### config.mk
export PLATFORM = sky130hd
export DESIGN_NAME = fjie_exec
export DESIGN_NICKNAME = d
export VERILOG_FILES = /design/src/fjie_pkg.sv /design/src/fjie_alu_if.sv /design/src/fjie_inc_alu.sv /design/src/fjie_exec.sv
export SDC_FILE = /design/constraint.sdc
export NUM_CORES = 1
export LEC_CHECK = 0
export CAP_MARGIN = 20
export CORE_MARGIN = 3
export CORE_UTILIZATION = 40
export CTS_BUF_LIST = sky130_fd_sc_hd__clkbuf_16
export DETAILED_ROUTE_END_ITERATION = 6
export DONT_BUFFER_PORTS = 1
export PLACE_DENSITY_LB_ADDON = 0.1
export SLEW_MARGIN = 20
export SYNTH_ARGS = -nofsm -noshare
export SYNTH_HDL_FRONTEND = slang
export SYNTH_SLANG_ARGS = --single-unit
### constraint.sdc
create_clock -name clk_i -period 2.9 [get_ports clk_i]
set_clock_uncertainty 0.1 [all_clocks]
set_input_delay 0.58 -clock clk_i [delete_from_list [all_inputs] [get_ports clk_i]]
set_output_delay 0.58 -clock clk_i [all_outputs]
set_load 0.01 [all_outputs]
### src/fjie_pkg.sv
// constants and types for the jump and increment execution block
package fjie_pkg;
   // instruction word and operand widths
   localparam int WORD_W   = 16;
   localparam int DATA_W   = 8;
   localparam int PC_W     = 21;
   localparam int TGT_W    = 20;
   // far jump encoding: first word opcode byte, second word marker
   localparam logic [7:0] JMP_OP1    = 8'hef;
   localparam logic [3:0] JMP_OP2    = 4'hf;
   // increment encoding: top six bits, then destination and bank bits
   localparam logic [5:0] INC_OP     = 6'h0a;
   localparam int         INC_OP_LSB = 10;
   localparam int         DEST_BIT   = 9;
   localparam int         BANK_BIT   = 8;
   // destination and bank select values
   localparam logic DEST_ACC  = 1'h0;
   localparam logic BANK_FIX  = 1'h0;
   // fixed access bank: low half in bank 0, high half in bank 15
   localparam logic [3:0] ACC_LO_BANK = 4'h0;
   localparam logic [3:0] ACC_HI_BANK = 4'hf;
   localparam int         ACC_SPLIT   = 7;
   // flag positions in the status vector
   localparam int FLAG_W = 5;
   localparam int FL_C   = 0;
   localparam int FL_DC  = 1;
   localparam int FL_Z   = 2;
   localparam int FL_OV  = 3;
   localparam int FL_N   = 4;
   // reset values
   localparam logic [PC_W-1:0]   PC_RST   = 21'h000000;
   localparam logic [FLAG_W-1:0] FLAG_RST = 5'h00;
   localparam logic [DATA_W-1:0] DATA_RST = 8'h00;
   // clock phases of one instruction cycle, one-hot
   typedef enum logic [3:0] {
      PH_Q1 = 4'h1,
      PH_Q2 = 4'h2,
      PH_Q3 = 4'h4,
      PH_Q4 = 4'h8
   } fjie_phase_t;
   // operation in progress, one-hot
   typedef enum logic [2:0] {
      OP_NONE = 3'h1,
      OP_INC  = 3'h2,
      OP_JMP  = 3'h4
   } fjie_op_t;
endpackage

### src/fjie_alu_if.sv
// operand and result path between the sequencer and the incrementer
`timescale 1ns/10ps
interface fjie_alu_if;
   logic [fjie_pkg::DATA_W-1:0] operand;
   logic [fjie_pkg::DATA_W-1:0] result;
   logic [fjie_pkg::FLAG_W-1:0] flags;
   modport seq (output operand, input result, input flags);
   modport alu (input operand, output result, output flags);
endinterface

### src/fjie_inc_alu.sv
// byte incrementer with flag generation
`timescale 1ns/10ps
module fjie_inc_alu (
   // operand in, result and flags out
   fjie_alu_if.alu alu
);
   logic [fjie_pkg::DATA_W:0]   sum;
   logic [4:0]                  low_sum;
   logic [fjie_pkg::DATA_W-1:0] opd;

   // sum with carry out, and the low nibble sum for the half-byte carry
   assign opd        = alu.operand;
   assign sum        = {1'h0, opd} + 9'h001;
   assign low_sum    = {1'h0, opd[3:0]} + 5'h01;
   assign alu.result = sum[fjie_pkg::DATA_W-1:0];

   // flags follow the sum; overflow only when 0x7f rolls to 0x80
   assign alu.flags[fjie_pkg::FL_C]  = sum[fjie_pkg::DATA_W];
   assign alu.flags[fjie_pkg::FL_DC] = low_sum[4];
   assign alu.flags[fjie_pkg::FL_Z]  = (sum[7:0] == 8'h00);
   assign alu.flags[fjie_pkg::FL_OV] = ~opd[7] & sum[7];
   assign alu.flags[fjie_pkg::FL_N]  = sum[7];
endmodule

### src/fjie_exec.sv
// execution sequencer for the far jump and register increment
//
// What this block does
// - a far jump loads its 20-bit literal into program counter bits 20:1.
// - a far jump spans two words and two cycles, the second one idle.
// - a far jump reaches all of program space with no flag dependence.
// - the increment instruction adds one to the addressed register.
// - destination bit 0 writes the accumulator, 1 writes the register.
// - bank bit 0 selects the fixed access bank, ignoring the pointer.
// - bank bit 1 combines the address with the bank pointer.
// - increment updates carry, half-carry, negative, overflow and zero.
`timescale 1ns/10ps
module fjie_exec #(
   parameter int BANK_W = 4
) (
   // clock and reset
   input  wire logic                          clk_i,
   input  wire logic                          rstn_i,
   // instruction words from fetch
   input  wire logic                          instr_valid_i,
   input  wire logic [fjie_pkg::WORD_W-1:0]   fetch_word_i,
   input  wire logic [fjie_pkg::WORD_W-1:0]   fetch_word2_i,
   // bank pointer and data memory read data
   input  wire logic [BANK_W-1:0]             bank_pointer_i,
   input  wire logic [fjie_pkg::DATA_W-1:0]   dm_rdata_i,
   // data memory access
   output logic                               dm_rd_o,
   output logic                               dm_wr_o,
   output logic [BANK_W+7:0]                  dm_addr_o,
   output logic [fjie_pkg::DATA_W-1:0]        dm_wdata_o,
   // working accumulator write
   output logic                               acc_wr_o,
   output logic [fjie_pkg::DATA_W-1:0]        acc_data_o,
   // status flags
   output logic [fjie_pkg::FLAG_W-1:0]        flags_o,
   // program counter and pipeline refill
   output logic                               pc_wr_o,
   output logic [fjie_pkg::PC_W-1:0]          program_counter_o,
   output logic                               refill_o,
   output logic                               phase1_o
);
   // bank width must fit the access bank codes
   if (BANK_W < 4 || BANK_W > 8) begin : g_chk
      $error("fjie_exec: BANK_W must be 4 to 8");
   end

   fjie_alu_if alu_bus ();

   fjie_pkg::fjie_phase_t       phase_ff;
   fjie_pkg::fjie_phase_t       nxt_phase;
   fjie_pkg::fjie_op_t          op_ff;
   fjie_pkg::fjie_op_t          nxt_op;
   logic [fjie_pkg::WORD_W-1:0] instr_ff;
   logic [7:0]                  jlow_ff;
   logic [fjie_pkg::DATA_W-1:0] rdata_ff;
   logic [fjie_pkg::DATA_W-1:0] res_ff;
   logic [fjie_pkg::FLAG_W-1:0] resfl_ff;
   logic                        accept;
   logic                        is_jmp;
   logic                        is_inc;
   logic                        in_q1;
   logic                        in_q2;
   logic                        in_q3;
   logic                        in_q4;
   logic                        dest_acc;
   logic [BANK_W-1:0]           fix_bank;
   logic [BANK_W-1:0]           sel_bank;
   logic [fjie_pkg::TGT_W-1:0]  target;

   fjie_inc_alu u_alu (
      .alu (alu_bus.alu)
   );

   // phase decode and instruction decode at the first phase
   assign in_q1  = (phase_ff == fjie_pkg::PH_Q1);
   assign in_q2  = (phase_ff == fjie_pkg::PH_Q2);
   assign in_q3  = (phase_ff == fjie_pkg::PH_Q3);
   assign in_q4  = (phase_ff == fjie_pkg::PH_Q4);
   assign accept = in_q1 & instr_valid_i & ~refill_o;
   assign is_jmp = (fetch_word_i[15:8] == fjie_pkg::JMP_OP1);
   assign is_inc = (fetch_word_i[15:fjie_pkg::INC_OP_LSB] == fjie_pkg::INC_OP);

   // bank selection from the freshly fetched word
   // fixed access bank
   assign fix_bank = fetch_word_i[fjie_pkg::ACC_SPLIT]
                   ? BANK_W'(fjie_pkg::ACC_HI_BANK)
                   : BANK_W'(fjie_pkg::ACC_LO_BANK);
   assign sel_bank = (fetch_word_i[fjie_pkg::BANK_BIT] == fjie_pkg::BANK_FIX)
                   ? fix_bank : bank_pointer_i;
   assign dest_acc = (instr_ff[fjie_pkg::DEST_BIT] == fjie_pkg::DEST_ACC);

   assign target = {fetch_word2_i[11:0], jlow_ff};

   // the incrementer sees the captured register value
   assign alu_bus.operand = rdata_ff;

   // phase walk and operation selection
   always_comb begin
      nxt_op = op_ff;
      case (phase_ff)
         fjie_pkg::PH_Q1: begin
            nxt_phase = fjie_pkg::PH_Q2;
            if (accept && is_jmp) begin
               nxt_op = fjie_pkg::OP_JMP;
            end else if (accept && is_inc) begin
               nxt_op = fjie_pkg::OP_INC;
            end else begin
               nxt_op = fjie_pkg::OP_NONE;
            end
         end
         fjie_pkg::PH_Q2: nxt_phase = fjie_pkg::PH_Q3;
         fjie_pkg::PH_Q3: nxt_phase = fjie_pkg::PH_Q4;
         fjie_pkg::PH_Q4: begin
            nxt_phase = fjie_pkg::PH_Q1;
            nxt_op    = fjie_pkg::OP_NONE;
         end
         default: begin
            nxt_phase = fjie_pkg::PH_Q1;
            nxt_op    = fjie_pkg::OP_NONE;
         end
      endcase
   end

   // sequencer state
   always_ff @(posedge clk_i or negedge rstn_i) begin
      if (!rstn_i) begin
         phase_ff <= fjie_pkg::PH_Q1;
         op_ff    <= fjie_pkg::OP_NONE;
         phase1_o <= 1'b1;
      end else begin
         phase_ff <= nxt_phase;
         op_ff    <= nxt_op;
         phase1_o <= (nxt_phase == fjie_pkg::PH_Q1);
      end
   end

   // decode phase latches word and drives the read address
   always_ff @(posedge clk_i or negedge rstn_i) begin
      if (!rstn_i) begin
         instr_ff  <= 16'h0000;
         dm_rd_o   <= 1'b0;
         dm_addr_o <= '0;
      end else begin
         dm_rd_o <= accept & is_inc & ~is_jmp;
         if (accept) begin
            instr_ff  <= fetch_word_i;
            dm_addr_o <= {sel_bank, fetch_word_i[7:0]};
         end
      end
   end

   // read in phase 2, process in phase 3
   always_ff @(posedge clk_i or negedge rstn_i) begin
      if (!rstn_i) begin
         rdata_ff <= fjie_pkg::DATA_RST;
         res_ff   <= fjie_pkg::DATA_RST;
         resfl_ff <= fjie_pkg::FLAG_RST;
      end else begin
         if (in_q2 && op_ff == fjie_pkg::OP_INC) begin
            rdata_ff <= dm_rdata_i;
         end
         if (in_q3 && op_ff == fjie_pkg::OP_INC) begin
            res_ff   <= alu_bus.result;
            resfl_ff <= alu_bus.flags;
         end
      end
   end

   // destination write in phase 4, one port pulses
   always_ff @(posedge clk_i or negedge rstn_i) begin
      if (!rstn_i) begin
         dm_wr_o    <= 1'b0;
         acc_wr_o   <= 1'b0;
         dm_wdata_o <= fjie_pkg::DATA_RST;
         acc_data_o <= fjie_pkg::DATA_RST;
         flags_o    <= fjie_pkg::FLAG_RST;
      end else begin
         dm_wr_o  <= in_q4 & (op_ff == fjie_pkg::OP_INC) & ~dest_acc;
         acc_wr_o <= in_q4 & (op_ff == fjie_pkg::OP_INC) & dest_acc;
         if (in_q4 && op_ff == fjie_pkg::OP_INC) begin
            if (dest_acc) begin
               acc_data_o <= res_ff;
            end else begin
               dm_wdata_o <= res_ff;
            end
            flags_o <= resfl_ff;
         end
      end
   end

   // jump: low byte in phase 2, counter write in phase 4, idle cycle after.
   // the second word is not checked for its marker nibble; the fetch side
   // only presents a valid pair, so a malformed pair still jumps.
   always_ff @(posedge clk_i or negedge rstn_i) begin
      if (!rstn_i) begin
         jlow_ff           <= 8'h00;
         pc_wr_o           <= 1'b0;
         program_counter_o <= fjie_pkg::PC_RST;
         refill_o          <= 1'b0;
      end else begin
         if (in_q2 && op_ff == fjie_pkg::OP_JMP) begin
            jlow_ff <= instr_ff[7:0];
         end
         pc_wr_o <= in_q4 & (op_ff == fjie_pkg::OP_JMP);
         if (in_q4 && op_ff == fjie_pkg::OP_JMP) begin
            program_counter_o <= {target, 1'b0};
         end
         if (in_q4) begin
            refill_o <= (op_ff == fjie_pkg::OP_JMP);
         end
      end
   end

   // checks on the sequencing
   logic acc_jmp;
   logic acc_inc;
   assign acc_jmp = accept & is_jmp;
   assign acc_inc = accept & is_inc & ~is_jmp;

   property p_jmp_target;
      @(posedge clk_i) disable iff (!rstn_i)
      pc_wr_o |-> program_counter_o ==
                  {$past(fetch_word2_i[11:0]), jlow_ff, 1'b0};
   endproperty
   a_jmp_target: assert property (p_jmp_target)
      else $error("jump target not loaded");

   property p_jmp_two_cycles;
      @(posedge clk_i) disable iff (!rstn_i)
      pc_wr_o |-> refill_o[*4] ##1 !refill_o;
   endproperty
   a_jmp_two_cycles: assert property (p_jmp_two_cycles)
      else $error("jump idle cycle wrong length");

   property p_jmp_always;
      @(posedge clk_i) disable iff (!rstn_i)
      acc_jmp |-> ##4 pc_wr_o;
   endproperty
   a_jmp_always: assert property (p_jmp_always)
      else $error("jump not taken");

   property p_inc_value;
      @(posedge clk_i) disable iff (!rstn_i)
      acc_inc |-> ##4 ((dm_wr_o ? dm_wdata_o : acc_data_o)
                       == 8'($past(dm_rdata_i, 3) + 8'h01));
   endproperty
   a_inc_value: assert property (p_inc_value)
      else $error("increment result wrong");

   property p_inc_dest;
      @(posedge clk_i) disable iff (!rstn_i)
      acc_inc |-> ##4 ((acc_wr_o == !$past(fetch_word_i[9], 4)) &&
                       (dm_wr_o == $past(fetch_word_i[9], 4)));
   endproperty
   a_inc_dest: assert property (p_inc_dest)
      else $error("increment destination wrong");

   property p_bank_fixed;
      @(posedge clk_i) disable iff (!rstn_i)
      acc_inc && !fetch_word_i[8] |=> dm_rd_o &&
         dm_addr_o[BANK_W+7:8] == (dm_addr_o[7] ? BANK_W'(4'hf) : '0);
   endproperty
   a_bank_fixed: assert property (p_bank_fixed)
      else $error("access bank not used");

   property p_bank_ptr;
      @(posedge clk_i) disable iff (!rstn_i)
      acc_inc && fetch_word_i[8] |=>
         dm_addr_o[BANK_W+7:8] == $past(bank_pointer_i);
   endproperty
   a_bank_ptr: assert property (p_bank_ptr)
      else $error("bank pointer not used");

   property p_wrap_flags;
      @(posedge clk_i) disable iff (!rstn_i)
      (dm_wr_o && dm_wdata_o == 8'h00) || (acc_wr_o && acc_data_o == 8'h00)
      |-> flags_o[2] && flags_o[0] && flags_o[1] && !flags_o[4];
   endproperty
   a_wrap_flags: assert property (p_wrap_flags)
      else $error("wrap flags wrong");

   property p_inc_phases;
      @(posedge clk_i) disable iff (!rstn_i)
      acc_inc |=> dm_rd_o ##1 !dm_rd_o ##2 (dm_wr_o || acc_wr_o);
   endproperty
   a_inc_phases: assert property (p_inc_phases)
      else $error("increment phases wrong");

   property p_jmp_low;
      @(posedge clk_i) disable iff (!rstn_i)
      acc_jmp |-> ##4 program_counter_o[8:1] == $past(fetch_word_i[7:0], 4);
   endproperty
   a_jmp_low: assert property (p_jmp_low)
      else $error("jump low byte wrong");

   c_jump: cover property (@(posedge clk_i) disable iff (!rstn_i) pc_wr_o);
   c_to_acc: cover property (@(posedge clk_i) disable iff (!rstn_i)
      acc_wr_o);
   c_to_reg: cover property (@(posedge clk_i) disable iff (!rstn_i)
      dm_wr_o);
   c_wrap: cover property (@(posedge clk_i) disable iff (!rstn_i)
      dm_wr_o && dm_wdata_o == 8'h00);
endmodule

==> results of run 1 <==
==> through the flow <==
stage,hold WS (ps),setup WS (ps),total power [mW],utilization,cells
after floorplan,184.4,1152,1.485,-,266
after global placement,187.4,878.1,1.482,0.4208,383
after detailed placement,187.0,826.1,1.485,0.4208,383
after CTS,-178.5,823.7,2.557,0.4495,399
after global routing,-180.2,657.9,2.610,0.4495,399
final,-160.8,881.8,2.507,0.4495,399
==> logic make-up (layout without fill, tap and decap cells) <==
| group | after synthesis | count (layout) |
|---|---|---|
| AO/OA/AOI/OAI | 23 | 23 |
| XOR/XNOR | 6 | 6 |
| adder cells (fa/ha/maj) | 2 | 2 |
| buffers and inverters | 18 | 22 |
| flip-flops | 95 | 95 |
| multiplexers | 69 | 69 |
| other | 1 | 1 |
| AND/OR/NAND/NOR | 52 | 52 |
==> layer usage <==
layer | vias to the layer above | part of all wire | GRT usage
li1 | 916 | - | -
met1 | 1022 | 0.43 | 0.1717
met2 | 75 | 0.46 | 0.1982
met3 | 8 | 0.095 | 0.06729
met4 | 0 | 0.012 | 0.04558
met5 | - | 0 | 0
==> final timing paths <==
check | from | to | slack (ps) | depth (start not counted)
min in group clk_i | dm_rdata_i[4] | alu_bus.operand[4] | 290 | 1
hold reg to reg | resfl_ff[1] | resfl_ff[1] | 390 | 2
setup / recovery | op_ff[2] | res_ff[1] | 880 | 3
hold / removal | rstn_i | dm_wr_o | -160 | 0
max in group asynchronous | rstn_i | op_ff[0] | 2640 | 0
setup reg to reg | op_ff[2] | res_ff[1] | 880 | 3
==> registers in the layout, indices dropped and copies added, names as in the netlist <==
signal	count
program_counter_o	20
dm_addr_o	12
acc_data_o	8
alu_bus.operand	8
dm_wdata_o	8
jlow_ff	8
res_ff	8
flags_o	5
phase_ff	4
resfl_ff	4
op_ff	3
acc_wr_o	1
dm_rd_o	1
dm_wr_o	1
instr_ff	1
pc_wr_o	1
phase1_o	1
refill_o	1
==> Yosys cell counts, types with 3 or more instances <==
cell,number
nand2_1,21
buf_4,9
o21ai_0,13
nor4b_4,3
xor2_1,3
dfstp_2,3
buf_2,3
nand3_1,4
xnor2_1,3
dfrtp_1,92
inv_1,4
a21oi_1,4
mux2_2,68
nor2_1,7
==> placed cells by master, fill, tap and decap left out, types with 3 or more instances in the layout <==
cell / netlist / final
nor2_1: 7 / 7
inv_1: 4 / 5
nand2_1: 21 / 21
xnor2_1: 3 / 3
o21ai_0: 13 / 13
mux2_2: 68 / 68
clkbuf_16: 0 / 9
nand3_1: 4 / 4
xor2_1: 3 / 3
dfstp_2: 3 / 3
nor4b_4: 3 / 3
a21oi_1: 4 / 4
dfrtp_1: 92 / 92
==> power groups by stage <==
stage	logic (mW)	registers (mW)	clock network, mW
final	0.0572	1.40	1.05
after global routing	0.0649	1.41	1.14
after CTS	0.0584	1.40	1.10
after detailed placement	0.0584	1.43	0
after global placement	0.0557	1.43	0
after floorplan	0.0743	1.41	0
==> final cells by class <==
class | instances | area [µm²] | area share
Multi-Input combinational cell | 153 | 1334 | 0.3196
Sequential cell | 95 | 2381 | 0.5706
Clock buffer | 9 | 225.2 | 0.05397
Tap cell | 129 | 161.4 | 0.03868
Clock inverter | 7 | 41.29 | 0.009895
Timing Repair Buffer | 2 | 15.01 | 0.003598
Inverter | 4 | 15.01 | 0.003598
==> worst max-delay path: stages, from the launching register on <==
cell and delay (ps):
dfrtp_1 390, nor3b_1 470, nand2_1 530, mux2_2 420
==> reports/metrics.cfg, run 1 <==
[floorplan]
design.core.area_um2 = 9284
die_x_um = 103.8
dieHeight_um = 103.8
io_pins = 107
die-area_um2 = 10780
start_util = 0.4123
rows = 35

[yosys]
ys_warn_count = 0
synth-compound-area-share = 0.03498
syn-num-nets = 315
netlist.area_leader.share = 0.6015
synthAdderAreaFrac = 0.006538
yosys.area_share.simple = 0.08957
avgSynthCellArea_um2 = 14.39
async_flop_share = 1.000
synth_enable_flop_cells = 0
synthFlopType = dfrtp_1
synth_area_um2 = 3827
ys_seq_area_frac = 0.6221
synth.mux.area_fraction = 0.2027
synth.distinct_cells = 38
synth_seq_cells = 95
synth_top_family_by_area = multiplexers
syn_inst = 266
synth_xor_area_frac = 0.01373
synthTopCellsByArea = dfrtp_1 60%, mux2_2 20%, dfstp_2 2.1%
netlist.top_cell.by_area = dfrtp_1

[sta]
fin_setup_tns_ps = 0
min_period_over_period = 0.6959
hold_viol = 92
hold_slack_ps = -160.8
max-slew-margin-rel = 0.5772
worst_slew_pin_slew_ps = 632.7
maxSlewViolCount = 0
layout_min_cycle_time_ps = 2018
rsz0062_at_grt = false
fmax_ghz = 0.4955
setup_viol = 0

[power]
internal_power_mw = 1.965
p_seq_frac = 0.559
pwr-share-comb = 0.023
pwr_density_cell_nw_per_um2 = 600.8
pwr-share-clk = 0.418
p_switching_mw = 0.5418
ir_worst_vdd_uv = 268.5
p_sw_frac = 0.2161
p_leak_nw = 1.951

[route]
drc = 0
post_drt_via_cell_ratio = 5.065
dr.pass1.iters = 4
initialDrtViolationCount = 85
antenna_left = 0
post_drt_wl_per_cell_um = 17.03
drt-total-wl_um = 6794
num_vias = 2021

[grt]
grt_first_pass_wirelength_um = 11340
grt_usage = 0.1343
grt_max_degree = 96
first_global_vias = 2060
grt_antenna_before_repair = 0
grt_overflow = 0

[setup_path]
cp-start-kind = register
worstSetupPathType = reg2reg
cp_data_required_time_ps = 3020
endpoint_kind = register
crit_fanout = 22
critPathArrivalTime_ps = 2140

[status]
violations = hold timing
status = finished with violations

[clocking]
cts_resized = 0
cts_buffers = 9
path_clk_slew_ps = 70
cts_setup_buffers = 0
clk_path_buf_depth = 2
cts_tree = built
cts_root_buf = clkbuf_16
clk_latency_ps = 330
htreeDepth = 3
clock_sinks = 95

[place]
post_dp_cell_area_um2 = 3906
hpwl_um = 4682
port_buffers = 0
gp_congestion = 0.6830

[finish]
drive_gt1_frac = 0.3593
antenna_cells = 0
fin_nets = 314
fill_cells = 889
fin_area_um2 = 4173
area_growth_pct = 9.022

[worst_hold_path]
hold_path_class = in2async

[job]
max_cap_viol_count = 0

Note: power is estimated with default switching activity, not from simulation.
==> inputs of run 2 (changes only) <==
==> constraint.sdc (replaced) <==
create_clock -name clk_i -period 2 [get_ports clk_i]
set_clock_uncertainty 0.1 [all_clocks]
set_input_delay 0.4 -clock clk_i [delete_from_list [all_inputs] [get_ports clk_i]]
set_output_delay 0.4 -clock clk_i [all_outputs]
set_load 0.01 [all_outputs]
==> reports/metrics.cfg, run 2 (same netlist as run 1, synthesis figures left out) <==
[setup_path]
path_cells = nor4b_4, nand3_4, nor4_1, a21o_1
worstSetupPathType = reg2reg
slowest_stage = dfstp_2
reg2reg_depth = 4
critPathBufInv = 0
r2r_start = phase_ff[0]
r2r-end = op_ff[2]
endpoint_kind = register
critical-path-top-delay-family = simple AND/OR/NAND/NOR gates
cp_data_required_time_ps = 2170
critPathMaxStageDelay_ps = 600
rrSetupSlack_ps = 150
crit_fanout = 5
critPathArrivalTime_ps = 2020
cp-start-kind = register

[finish]
largest_reg_flops = 20
layout_common_cells = 92 x dfrtp_1, 68 x mux2_2, 21 x nand2_1, 13 x o21ai_0, 9 x clkbuf_16
drive_gt1_frac = 0.3709
final_common_cell = dfrtp_1
area_growth_pct = 11.21
antenna_cells = 0
top_regs = program_counter_o x20, dm_addr_o x12
post-route-util = 0.4585
regMostFlops = program_counter_o
fin_nets = 319
fill_cells = 869

[floorplan]
rows = 35
io_pins = 107
die-area_um2 = 10780
design.core.area_um2 = 9284
die_x_um = 103.8
dieHeight_um = 103.8
start_util = 0.4123

[route]
drc = 0
antenna_left = 0
dr.pass1.iters = 4
drt-total-wl_um = 6655
num_vias = 2003
post_drt_wl_per_cell_um = 16.47
initialDrtViolationCount = 69
post_drt_via_cell_ratio = 4.958

[clocking]
htreeDepth = 3
cts_root_buf = clkbuf_16
cts_buffers = 9
clk_path_buf_depth = 2
path_clk_slew_ps = 60
clock_sinks = 95
cts_resized = 0
clk_latency_ps = 330
cts_tree = built

[power]
p_seq_frac = 0.524
p_leak_nw = 1.991
p_switching_mw = 0.7731
power_mw = 3.878
pwr-share-comb = 0.022
pwr-share-clk = 0.454
internal_power_mw = 3.105
ir_worst_vdd_uv = 484.9
pwr_density_cell_nw_per_um2 = 911.2
p_sw_frac = 0.1993

[worst_hold_path]
hold_path_class = in2async

[sta]
fmax_ghz = 0.5401
hold_slack_ps = -337.6
worst_slack_ps = 148.3
min_period_over_period = 0.9258
layout_min_cycle_time_ps = 1852
rsz0062_at_grt = false
maxSlewViolCount = 0
fin_setup_tns_ps = 0
setup_viol = 0
hold_viol = 95

[grt]
first_global_vias = 2121
grt_overflow = 0
grt_usage = 0.1340
grt_antenna_before_repair = 0
grt_max_degree = 96
grt_first_pass_wirelength_um = 11390

[place]
gp_congestion = 0.6819
hpwl_um = 4683
port_buffers = 0
dp_slack_ps = 160.6

[status]
status = finished with violations
violations = hold timing

[job]
max_cap_viol_count = 0

[run 2: timing repair]
action / 4_1_cts / 5_1_grt
endpoints found under the setup margin: 0 / 0
buffers inserted: 0 / 0
hold endpoints to repair: 95 / 95
[run 2: stage by stage]
| step | cells | cell area [µm²] |
|---|---|---|
| 4_1_cts | 404 | 4257 |
| 3_3_place_gp | 388 | 3944 |
| 5_1_grt | 404 | 4257 |
| 2_1_floorplan | 266 | 3827 |
| 6_report | 404 | 4257 |
| 3_5_place_dp | 388 | 3944 |
[run 2: power groups by stage]
stage          logic, mW  clock network, mW  registers [mW]
2_1_floorplan      0.108                  0            2.05
3_3_place_gp      0.0839                  0            2.07
3_5_place_dp      0.0880                  0            2.07
4_1_cts           0.0877               1.85            2.03
5_1_grt           0.0988               1.90            2.04
6_report          0.0855               1.76            2.03
[run 2: worst register-to-register path: stages (launching register included)]
cell     delay (ps)
dfstp_2         600
nor4b_4         380
nand3_4         160
nor4_1          430
a21o_1          120
[run 2: area by class of cell]
class,count,area (µm²),area share
well taps,129,161.4,0.03792
clock inverters,7,87.58,0.02058
flip-flops and latches,95,2381,0.5594
clock buffers,9,225.2,0.05291
repair buffers,7,52.55,0.01235
inverters,4,15.01,0.003527
multi-input cells,153,1334,0.3133
[run 2: how the worst max path moves through the flow]
stage,from,slack (ps),cells past startpoint,to
floorplan,op_ff[2],250,4,acc_data_o[0]
global placement,phase_ff[0],190,4,dm_addr_o[6]
detailed placement,phase_ff[0],160,4,dm_addr_o[6]
CTS,phase_ff[0],140,4,dm_addr_o[2]
global route,phase_ff[1],40,4,acc_data_o[1]
finish,phase_ff[0],150,4,op_ff[2]
[run 2: per-layer routing]
layer	share of wire	vias to the layer above	wire (µm)	global-route usage
li1	-	931	-	-
met1	0.44	993	2959	0.1801
met2	0.45	70	2990	0.1959
met3	0.091	9	608	0.05607
met4	0.015	0	97	0.04558
met5	0	-	0	0
